==> src/pkg/sec_pkg.sv <==
/*
  Shared constants of the serial EEPROM command engine: instruction codes,
  field widths, bit counts and the self-timed programming time.
  Assumes a single 25 MHz system clock drives all of the logic.
*/
package sec_pkg;

  localparam int ADDR_W = 6;
  localparam int DATA_W = 16;
  localparam int WORDS = 64;
  localparam int JOB_W = 1 + ADDR_W + DATA_W;
  localparam int FIFO_DEPTH = 16;

  // Opcode field values.
  localparam logic [1:0] OP_EXT = 2'h0;
  localparam logic [1:0] OP_WRITE = 2'h1;
  localparam logic [1:0] OP_READ = 2'h2;
  localparam logic [1:0] OP_ERASE = 2'h3;

  // Top two address bits that pick the extended instruction.
  localparam logic [1:0] EXT_LOCK = 2'h0;
  localparam logic [1:0] EXT_FILL = 2'h1;
  localparam logic [1:0] EXT_CLEAR = 2'h2;
  localparam logic [1:0] EXT_UNLOCK = 2'h3;

  // Last bit index of each serial field.
  localparam logic [3:0] OPC_LAST = 4'h1;
  localparam logic [3:0] ADDR_LAST = 4'h5;
  localparam logic [3:0] DATA_LAST = 4'hF;

  localparam logic [DATA_W-1:0] ERASED_WORD = 16'hFFFF;

  // Programming time; a longest time, so the cycle count rounds down.
  localparam int CLK_PERIOD_NS = 40;
  localparam int T_WP_NS = 10000000;
  localparam int WP_CYCLES = T_WP_NS / CLK_PERIOD_NS;

  typedef enum logic [2:0] {
    ST_IDLE = 3'b000,
    ST_OPC = 3'b001,
    ST_ADDR = 3'b010,
    ST_DATA = 3'b011,
    ST_READ = 3'b100,
    ST_DONE = 3'b101,
    ST_SKIP = 3'b110
  } sec_state_t;

endpackage

==> src/pkg/sec_stream_if.sv <==
/*
  Valid/ready stream carrying programming jobs between the command decoder
  and the programming engine through the job FIFO.
  Assumes both ends run on the same clock.
*/
`timescale 1ns/1ps
interface sec_stream_if #(parameter int WIDTH = 8);
  logic valid;
  logic ready;
  logic [WIDTH-1:0] data;
  modport src (output valid, output data, input ready);
  modport dst (input valid, input data, output ready);
endinterface // sec_stream_if

==> src/verilog/sec_engine.sv <==
/*
  Serial EEPROM command engine: a 64 x 16-bit array behind a four-wire
  serial port with self-timed programming and ready/busy status.
  Assumes chip_select, serial_clk and serial_in are synchronous to clk and
  that the pad logic builds the data out wire from its enable.
*/
`timescale 1ns/1ps
// Overview of operation
// - All six address bits select the word for read, write and erase.
// - Other instructions decode from opcode plus the top two address bits.
// - Sixteen data bits follow only for write and fill-all, MSB first.
// - Read loads the word, sends a 0 dummy bit then the word.
// - Reset leaves the device write-disabled until an unlock instruction.
// - Unlock (00, top bits 11) takes effect when select falls.
// - Lock (00, top bits 00) blocks programming when select falls.
// - Reads work whether write-enabled or not.
// - Write and fill-all are accepted only while write-enabled.
// - Fill-all programs every word with the given pattern.
// - Select falling right after D0 starts programming of a write.
// - Erase (11) sets every bit of the addressed word to one.
// - Clear-all (00, top bits 10) sets every word to all ones.
// - Select falling right after A0 starts erase programming.
// - While programming the device is busy and takes no instruction.
// - With select high after programming starts, out shows 0 busy, 1 ready.
// - Out is tri-stated with select low; toggling select spares programming.
// - A start bit after ready returns out to tri-state and may start a command.
// - Leading zeros are ignored; the first one is the start bit.
// - Serial input is sampled on each rising serial clock while selected.
// - A rising select resets the command state machine.
module sec_engine #(
  parameter int WP_CYCLES = sec_pkg::WP_CYCLES
) (
  input wire logic clk,
  input wire logic reset,
  input wire logic chip_select,
  input wire logic serial_clk,
  input wire logic serial_in,
  output logic data_out,
  output logic data_out_oe_n
);
  localparam int WPW = $clog2(WP_CYCLES + 1);
  localparam int AW = sec_pkg::ADDR_W;
  localparam int DW = sec_pkg::DATA_W;

  // Extended instruction code held in the top two address bits.
  function automatic logic [1:0] ext_of(input logic [AW-1:0] a);
    ext_of = a[AW-1:AW-2];
  endfunction

  // True for instructions that program the array.
  function automatic logic is_prog(input logic [1:0] op, input logic [AW-1:0] a);
    is_prog = (op == sec_pkg::OP_WRITE) || (op == sec_pkg::OP_ERASE) ||
              (op == sec_pkg::OP_EXT && (ext_of(a) == sec_pkg::EXT_FILL ||
                                         ext_of(a) == sec_pkg::EXT_CLEAR));
  endfunction

  logic [DW-1:0] array_reg [sec_pkg::WORDS];
  logic cs_prev_reg, sk_prev_reg;
  logic sk_rise, cs_rise, cs_fall, busy;
  sec_pkg::sec_state_t state_reg, state_next;
  logic [3:0] cnt_reg, cnt_next;
  logic [1:0] opc_reg, opc_next;
  logic [AW-1:0] addr_reg, addr_next;
  logic [DW-1:0] data_reg, data_next, shift_reg, shift_next;
  logic wr_en_reg, wr_en_next, status_reg, status_next, rd_bit_reg, rd_bit_next;
  logic dout_next, doe_n_next;
  logic eng_busy_reg, eng_busy_next, commit;
  logic [sec_pkg::JOB_W-1:0] job_reg, job_next;
  logic [WPW-1:0] wp_cnt_reg, wp_cnt_next;

  sec_stream_if #(.WIDTH(sec_pkg::JOB_W)) job_in ();
  sec_stream_if #(.WIDTH(sec_pkg::JOB_W)) job_out ();

  ////////////////////////////////////////////////////////////////////////
  // Jobs pass through here to the engine; a queued job counts as busy, so the decoder still waits.
  sec_fifo #(.WIDTH(sec_pkg::JOB_W), .DEPTH(sec_pkg::FIFO_DEPTH)) u_fifo (
    .clk(clk),
    .reset(reset),
    .fill(job_in),
    .drain(job_out)
  );

  // Edge detection on the port lines; only serial clock edges while selected count.
  assign sk_rise = chip_select && serial_clk && !sk_prev_reg;
  assign cs_rise = chip_select && !cs_prev_reg;
  assign cs_fall = !chip_select && cs_prev_reg;
  assign busy = eng_busy_reg || job_out.valid;

  ////////////////////////////////////////////////////////////////////////
  // Command decoder next state.
  always_comb begin
    state_next = state_reg;
    cnt_next = cnt_reg;
    opc_next = opc_reg;
    addr_next = addr_reg;
    data_next = data_reg;
    shift_next = shift_reg;
    wr_en_next = wr_en_reg;
    status_next = status_reg;
    rd_bit_next = rd_bit_reg;
    job_in.valid = 1'b0;
    job_in.data = {opc_reg == sec_pkg::OP_EXT, addr_reg,
                   (opc_reg == sec_pkg::OP_ERASE ||
                    ext_of(addr_reg) == sec_pkg::EXT_CLEAR && opc_reg == sec_pkg::OP_EXT)
                   ? sec_pkg::ERASED_WORD : data_reg};
    if (cs_rise) begin
      state_next = sec_pkg::ST_IDLE;
      cnt_next = '0;
    end else if (cs_fall) begin
      // A low select ends the cycle and, once ready, drops the status.
      if (!busy) begin
        status_next = 1'b0;
      end
      if (state_reg == sec_pkg::ST_DONE) begin
        if (opc_reg == sec_pkg::OP_EXT && ext_of(addr_reg) == sec_pkg::EXT_UNLOCK) begin
          wr_en_next = 1'b1;
        end else if (opc_reg == sec_pkg::OP_EXT && ext_of(addr_reg) == sec_pkg::EXT_LOCK) begin
          wr_en_next = 1'b0;
        end else if (is_prog(opc_reg, addr_reg) && wr_en_reg && job_in.ready) begin
          job_in.valid = 1'b1;
          status_next = 1'b1;
        end
      end
      state_next = sec_pkg::ST_IDLE;
    end else if (sk_rise) begin
      case (state_reg)
        sec_pkg::ST_IDLE: begin
          // Zeros before the start bit pass by; busy blocks a new start.
          if (serial_in && !busy) begin
            status_next = 1'b0;
            state_next = sec_pkg::ST_OPC;
            cnt_next = '0;
          end
        end
        sec_pkg::ST_OPC: begin
          opc_next = {opc_reg[0], serial_in};
          cnt_next = (cnt_reg == sec_pkg::OPC_LAST) ? 4'h0 : cnt_reg + 4'h1;
          if (cnt_reg == sec_pkg::OPC_LAST) begin
            state_next = sec_pkg::ST_ADDR;
          end
        end
        sec_pkg::ST_ADDR: begin
          addr_next = {addr_reg[AW-2:0], serial_in};
          cnt_next = cnt_reg + 4'h1;
          if (cnt_reg == sec_pkg::ADDR_LAST) begin
            cnt_next = '0;
            if (opc_reg == sec_pkg::OP_READ) begin
              shift_next = array_reg[addr_next];
              rd_bit_next = 1'b0;
              state_next = sec_pkg::ST_READ;
            end else if (opc_reg == sec_pkg::OP_WRITE ||
                         (opc_reg == sec_pkg::OP_EXT &&
                          ext_of(addr_next) == sec_pkg::EXT_FILL)) begin
              state_next = sec_pkg::ST_DATA;
            end else begin
              state_next = sec_pkg::ST_DONE;
            end
          end
        end
        sec_pkg::ST_DATA: begin
          data_next = {data_reg[DW-2:0], serial_in};
          cnt_next = cnt_reg + 4'h1;
          if (cnt_reg == sec_pkg::DATA_LAST) begin
            state_next = sec_pkg::ST_DONE;
          end
        end
        sec_pkg::ST_READ: begin
          rd_bit_next = shift_reg[DW-1];
          shift_next = {shift_reg[DW-2:0], 1'b0};
        end
        // A clock edge after the last bit means select came too late.
        sec_pkg::ST_DONE: state_next = sec_pkg::ST_SKIP;
        sec_pkg::ST_SKIP: state_next = sec_pkg::ST_SKIP;
        default: state_next = sec_pkg::ST_IDLE;
      endcase
    end
  end

  // Pin drivers; the enable follows select so toggling it is harmless.
  always_comb begin
    doe_n_next = !(chip_select && (state_next == sec_pkg::ST_READ ||
                   (status_next && state_next == sec_pkg::ST_IDLE)));
    dout_next = (state_next == sec_pkg::ST_READ) ? rd_bit_next : !busy;
  end

  ////////////////////////////////////////////////////////////////////////
  // Programming engine: one job at a time, held for the full write time.
  always_comb begin
    eng_busy_next = eng_busy_reg;
    job_next = job_reg;
    wp_cnt_next = wp_cnt_reg;
    commit = 1'b0;
    job_out.ready = !eng_busy_reg;
    if (job_out.valid && !eng_busy_reg) begin
      eng_busy_next = 1'b1;
      job_next = job_out.data;
      wp_cnt_next = '0;
    end else if (eng_busy_reg) begin
      if (wp_cnt_reg == WPW'(WP_CYCLES - 1)) begin
        eng_busy_next = 1'b0;
        commit = 1'b1;
      end else begin
        wp_cnt_next = wp_cnt_reg + 1'b1;
      end
    end
  end

  // Registers; reset stands for power-up, so writes start locked.
  always_ff @(posedge clk) begin
    if (reset) begin
      cs_prev_reg <= 1'b0;
      sk_prev_reg <= 1'b0;
      state_reg <= sec_pkg::ST_IDLE;
      cnt_reg <= '0;
      opc_reg <= '0;
      addr_reg <= '0;
      data_reg <= '0;
      shift_reg <= '0;
      wr_en_reg <= 1'b0;
      status_reg <= 1'b0;
      rd_bit_reg <= 1'b0;
      data_out <= 1'b0;
      data_out_oe_n <= 1'b1;
      eng_busy_reg <= 1'b0;
      job_reg <= '0;
      wp_cnt_reg <= '0;
    end else begin
      cs_prev_reg <= chip_select;
      sk_prev_reg <= serial_clk;
      state_reg <= state_next;
      cnt_reg <= cnt_next;
      opc_reg <= opc_next;
      addr_reg <= addr_next;
      data_reg <= data_next;
      shift_reg <= shift_next;
      wr_en_reg <= wr_en_next;
      status_reg <= status_next;
      rd_bit_reg <= rd_bit_next;
      data_out <= dout_next;
      data_out_oe_n <= doe_n_next;
      eng_busy_reg <= eng_busy_next;
      job_reg <= job_next;
      wp_cnt_reg <= wp_cnt_next;
    end
  end

  // The array is not reset: its contents outlive power cycles.
  always_ff @(posedge clk) begin
    if (commit) begin
      for (int i = 0; i < sec_pkg::WORDS; i++) begin
        if (job_reg[sec_pkg::JOB_W-1] || job_reg[DW +: AW] == AW'(i)) begin
          array_reg[i] <= job_reg[DW-1:0];
        end
      end
    end
  end

  ////////////////////////////////////////////////////////////////////////
  // Checks on the behaviour above.
  property p_tristate;
    @(posedge clk) disable iff (reset) !chip_select |=> data_out_oe_n;
  endproperty
  a_tristate: assert property (p_tristate) else $error("out driven while deselected");

  property p_locked_no_job;
    @(posedge clk) disable iff (reset) job_in.valid |-> wr_en_reg && !busy;
  endproperty
  a_locked_no_job: assert property (p_locked_no_job) else $error("job while locked");

  property p_lock;
    @(posedge clk) disable iff (reset)
      cs_fall && state_reg == sec_pkg::ST_DONE && opc_reg == sec_pkg::OP_EXT &&
      ext_of(addr_reg) == sec_pkg::EXT_LOCK |=> !wr_en_reg ##1 !job_in.valid;
  endproperty
  a_lock: assert property (p_lock) else $error("lock not applied");

  property p_unlock;
    @(posedge clk) disable iff (reset)
      cs_fall && state_reg == sec_pkg::ST_DONE && opc_reg == sec_pkg::OP_EXT &&
      ext_of(addr_reg) == sec_pkg::EXT_UNLOCK |=> wr_en_reg;
  endproperty
  a_unlock: assert property (p_unlock) else $error("unlock not applied");

  property p_powerup_locked;
    @(posedge clk) reset |=> !wr_en_reg;
  endproperty
  a_powerup_locked: assert property (p_powerup_locked) else $error("unlocked at reset");

  property p_busy_status;
    @(posedge clk) disable iff (reset)
      chip_select && state_reg == sec_pkg::ST_IDLE && status_reg && eng_busy_reg
      |=> !data_out_oe_n && !data_out;
  endproperty
  a_busy_status: assert property (p_busy_status) else $error("busy not shown");

  property p_dummy;
    @(posedge clk) disable iff (reset)
      sk_rise && state_reg == sec_pkg::ST_ADDR && cnt_reg == sec_pkg::ADDR_LAST &&
      opc_reg == sec_pkg::OP_READ |=> !data_out_oe_n && !data_out;
  endproperty
  a_dummy: assert property (p_dummy) else $error("no dummy zero");

  property p_start_clears;
    @(posedge clk) disable iff (reset)
      sk_rise && state_reg == sec_pkg::ST_IDLE && serial_in && status_reg && !busy
      |=> !status_reg && state_reg == sec_pkg::ST_OPC && data_out_oe_n;
  endproperty
  a_start_clears: assert property (p_start_clears) else $error("status not cleared");

  property p_cs_rise;
    @(posedge clk) disable iff (reset) cs_rise |=> state_reg == sec_pkg::ST_IDLE;
  endproperty
  a_cs_rise: assert property (p_cs_rise) else $error("no restart on select");

  property p_wp_len;
    @(posedge clk) disable iff (reset)
      $fell(eng_busy_reg) |-> $past(wp_cnt_reg) == WPW'(WP_CYCLES - 1);
  endproperty
  a_wp_len: assert property (p_wp_len) else $error("program time wrong");

  c_read: cover property (@(posedge clk) state_reg == sec_pkg::ST_READ);
  c_job: cover property (@(posedge clk) job_in.valid);
  c_commit: cover property (@(posedge clk) commit);
  c_late: cover property (@(posedge clk) state_reg == sec_pkg::ST_SKIP);

endmodule // sec_engine

==> src/verilog/sec_fifo.sv <==
/*
  Synchronous FIFO with valid/ready on both sides.
  Assumes DEPTH is a power of two and a synchronous active-high reset.
*/
`timescale 1ns/1ps
module sec_fifo #(
  parameter int WIDTH = 8,
  parameter int DEPTH = 16
) (
  input wire logic clk,
  input wire logic reset,
  sec_stream_if.dst fill,
  sec_stream_if.src drain
);
  localparam int AW = $clog2(DEPTH);

  logic [WIDTH-1:0] mem_reg [DEPTH];
  logic [AW:0] wptr_reg, wptr_next, rptr_reg, rptr_next;
  logic push, pop;

  ////////////////////////////////////////////////////////////////////////
  // Full and empty come from pointers with one extra wrap bit.
  assign fill.ready = (wptr_reg[AW] == rptr_reg[AW]) || (wptr_reg[AW-1:0] != rptr_reg[AW-1:0]);
  assign drain.valid = (wptr_reg != rptr_reg);
  assign drain.data = mem_reg[rptr_reg[AW-1:0]];
  assign push = fill.valid && fill.ready;
  assign pop = drain.valid && drain.ready;

  // Pointer advance.
  always_comb begin
    wptr_next = push ? wptr_reg + 1'b1 : wptr_reg;
    rptr_next = pop ? rptr_reg + 1'b1 : rptr_reg;
  end

  // Storage needs no reset; only the pointers define what is valid.
  always_ff @(posedge clk) begin
    if (reset) begin
      wptr_reg <= '0;
      rptr_reg <= '0;
    end else begin
      wptr_reg <= wptr_next;
      rptr_reg <= rptr_next;
    end
    if (push) begin
      mem_reg[wptr_reg[AW-1:0]] <= fill.data;
    end
  end

endmodule // sec_fifo

==> config.mk <==
export PLATFORM = sky130hd
export DESIGN_NAME = sec_engine
export DESIGN_NICKNAME = d
export VERILOG_FILES = /design/src/pkg/sec_pkg.sv /design/src/pkg/sec_stream_if.sv /design/src/verilog/sec_engine.sv /design/src/verilog/sec_fifo.sv
export SDC_FILE = /design/constraint.sdc
export NUM_CORES = 1
export LEC_CHECK = 0
export ABC_CLOCK_PERIOD_IN_PS = 7000
export BUFFER_PORTS_ARGS = -buffer_cell sky130_fd_sc_hd__buf_4
export CAP_MARGIN = 10
export CORE_ASPECT_RATIO = 0.6
export CORE_MARGIN = 3
export CORE_UTILIZATION = 50
export CTS_CLUSTER_SIZE = 30
export DETAILED_ROUTE_END_ITERATION = 10
export PLACE_DENSITY = 0.74
export SKIP_CTS_REPAIR_TIMING = 1
export SYNTH_ARGS = -nofsm -noshare
export SYNTH_HDL_FRONTEND = slang
export SYNTH_HIERARCHICAL = 1
export SYNTH_SLANG_ARGS = --single-unit
export TNS_END_PERCENT = 100
==> constraint.sdc <==
create_clock -name clk -period 7 [get_ports clk]
set_input_delay 1.05 -clock clk [delete_from_list [all_inputs] [get_ports clk]]
set_output_delay 1.05 -clock clk [all_outputs]
set_load 0.02 [all_outputs]
==> metrics.md <==
| Metric | Value |
|---|---|
| Status | complete, no violations |
| Yosys cell types | 65 |
| GP Congestion | 0.979 |
| Peak per-stage delay on the critical path | 970 ps |
| Die X | 449 µm |
| Peak VDD IR | 0.000249 V |
| Power Density | 275 mW/mm² |
| WL per Instance | 29.8 µm |
| Share of cells above drive strength 1 | 19.5% |
| Mapped cell area | 0.0590 mm² |
| Vias in the first global route | 30,300 |
| Most common cell in the netlist | edfxtp_1 |
| # H-tree levels | 4 |
| Rows | 96 |
| DRT iter0 DRCs | 5,167 |
| Endpoint type of the worst setup path | register |
| CP dominant cell by count | inv_1 |
| Skew-Pair Late Insertion Delay | 760 ps |
| Minimum clock period | 4330 ps |
| DR WL met2 | 58.1 mm |
| RSZ-0062 raised after global routing | no |
| All-Layer GR Usage | 24.2% |
| Crit path max fanout | 28 |
| # DRC | 0 |
| Worst EP required | 7440 ps |
| Clk pin slew, worst setup/hold paths | 70 ps |
| Detail Placement HPWL | 89.5 mm |
| Worst min-delay path class | reg2reg |
| Max FFs per register | 1,024 |
| Worst clock skew | 34.3 ps |
| Register area share after synthesis | 74.6% |
| Synth Flop Type | edfxtp_1 |
| Maxcap violations | 0 |
| Largest net degree at the start of global routing | 100 |
| Remaining Overflow, GRT | 0 |
| WL final | 148 mm |
| Fmax | 231 MHz |
| # fillers | 8,437 |
| Die Span Y | 272 µm |
| Tcrit/Tclk final | 61.9% |
| Core area | 0.116 mm² |
| First-pass DRT Iterations | 7 |
| Final Hold Viols | 0 |
| Area leader, netlist | edfxtp_1 |
| Met3 WL | 24.7 mm |
| Sequence of cells on the critical path | inv_1, ha_1, nor4b_1, o2111a_1, inv_1, a21oi_2, and3_1, buf_4 |
| Vias per inst | 6.39 |
| Via count | 31,700 |
| Syn Inst Count | 3,188 |
| Initial antenna violation count | 5 |
| Synthesized net count | 3,206 |
| Clock sink count | 1,502 |
| Max Root-Sink Buffers | 3 |
| Critical path launch point type | register |
| Top post-synthesis cells by count | 1,392 x edfxtp_1, 261 x mux4_2, 229 x mux2i_1 |
| First-pass GRT wire length | 215 mm |
| Routed Antenna Nets | 0 |
| Top Family by Delay on Critical Path | simple AND/OR/NAND/NOR gates |
| Slew margin rel. | 11.7% |
| Seq cells post-synth | 1,502 |
| Top sig layer | met5 |
| TritonCTS clock tree | built |
| Io pins | 7 |
| Crit-path slowest cell | dfxtp_1 |
| R2R setup slack | 2670 ps |
| Setup Viol. Count Final | 0 |
| # port buffers | 6 |
| WP data arrival | 4770 ps |
| Syn. warnings | 6 |
| Layout area overhead | 11.3% |
| Worst slew pin tran | 1320 ps |
| Pleak | 21.6 nW |
| Post-synth ARST share | 0% |
| Post-synth EDFFs | 1,392 |
| Nets@finish | 3,294 |
| Area share of the largest cell type after synthesis | 70.9% |
| Max-slew violations | 0 |
| Setup TNS | 0 ps |
| Core Util, Final | 56.7% |
| CTS buffer count | 130 |
| Die ar. | 0.122 mm² |
| Area contributors post-synth | edfxtp_1 71%, mux4_2 10%, mux2i_1 3.9%, dfxtp_1 3.7%, a21oi_1 1.2% |
| CP Buf/Inv Count | 3 |
| Initial core utilization | 51.0% |
| Clock root buffer | clkbuf_16 |
| CP Class | reg2reg |
| Syn avg cell area | 18.5 µm² |
| Wire length on met1 | 62.1 mm |
==> layout by cell type, fill, tap and decap left out, types with 20 or more instances in the layout <==
cell type	count
a21oi_1	142
clkbuf_16	134
o21ai_0	37
nand3_1	48
and3_1	20
inv_1	28
mux4_2	261
dfxtp_1	87
a221oi_1	20
a22oi_1	92
nor2_1	137
nand2b_1	28
clkbuf_1	27
xnor2_1	20
mux2i_1	229
buf_4	134
nand2_1	168
edfxtp_1	1392
==> per-layer routing <==
metal,vias up,GRT usage (%)
met5,-,0.781
met4,2,5.30
met3,221,10.4
met2,2154,30.4
met1,16300,38.3
li1,13000,-
==> final timing paths <==
| check | startpoint | end | cells past startpoint |
|---|---|---|---|
| worst max-delay path | addr_reg[4] | u_fifo/mem_reg[12][3] | 8 |
| worst min-delay path | data_reg[13] | data_reg[14] | 2 |
| worst max register to register | addr_reg[4] | u_fifo/mem_reg[12][3] | 8 |
| worst min register to register | data_reg[13] | data_reg[14] | 2 |
==> kinds of logic after synthesis <==
logic type      Yosys count  share of synthesized area [%]
flops                  1502                           74.6
simple gates            519                           4.15
mux                     505                           14.1
compound gates          411                           4.64
buf+inv                 213                           1.83
xor+xnor                 25                          0.371
fa+ha+maj                13                          0.276
==> final cells by class <==
type	count	area (µm²)	area share, %
flip-flops and latches	1502	44000	67.1
diodes	3	7.51	0.0114
repair buffers	141	1100	1.68
well taps	1568	1960	2.99
clock buffers	166	3520	5.37
clock inverters	75	916	1.40
inverters	28	105	0.160
multi-input cells	1473	14000	21.3
==> per-stage QoR <==
| stage | area (µm²) | hold WS [ps] | setup slack [ps] | power (mW) | cells |
|---|---|---|---|---|---|
| global route | 65600 | 482 | 2450 | 18.6 | 4954 |
| floorplan | 59000 | 419 | 3140 | 10.5 | 3188 |
| detailed placement | 61100 | 454 | 2580 | 10.7 | 4708 |
| finish | 65600 | 467 | 2670 | 18.0 | 4956 |
| CTS | 65600 | 465 | 2800 | 18.1 | 4949 |
| global placement | 61100 | 438 | 2590 | 10.7 | 4708 |
==> power breakdown <==
part,switching [mW],internal [mW]
clock,3.28,4.27
combinational,0.424,0.281
sequential,0.0939,9.67
total,3.80,14.2
==> worst reg2reg max path: stages (launching register included) <==
cell	delay [ps]
dfxtp_1	970
inv_1	380
ha_1	390
nor4b_1	260
o2111a_1	330
inv_1	120
a21oi_2	450
and3_1	730
buf_4	380
No activity file was read; power rests on OpenSTA's default activity.
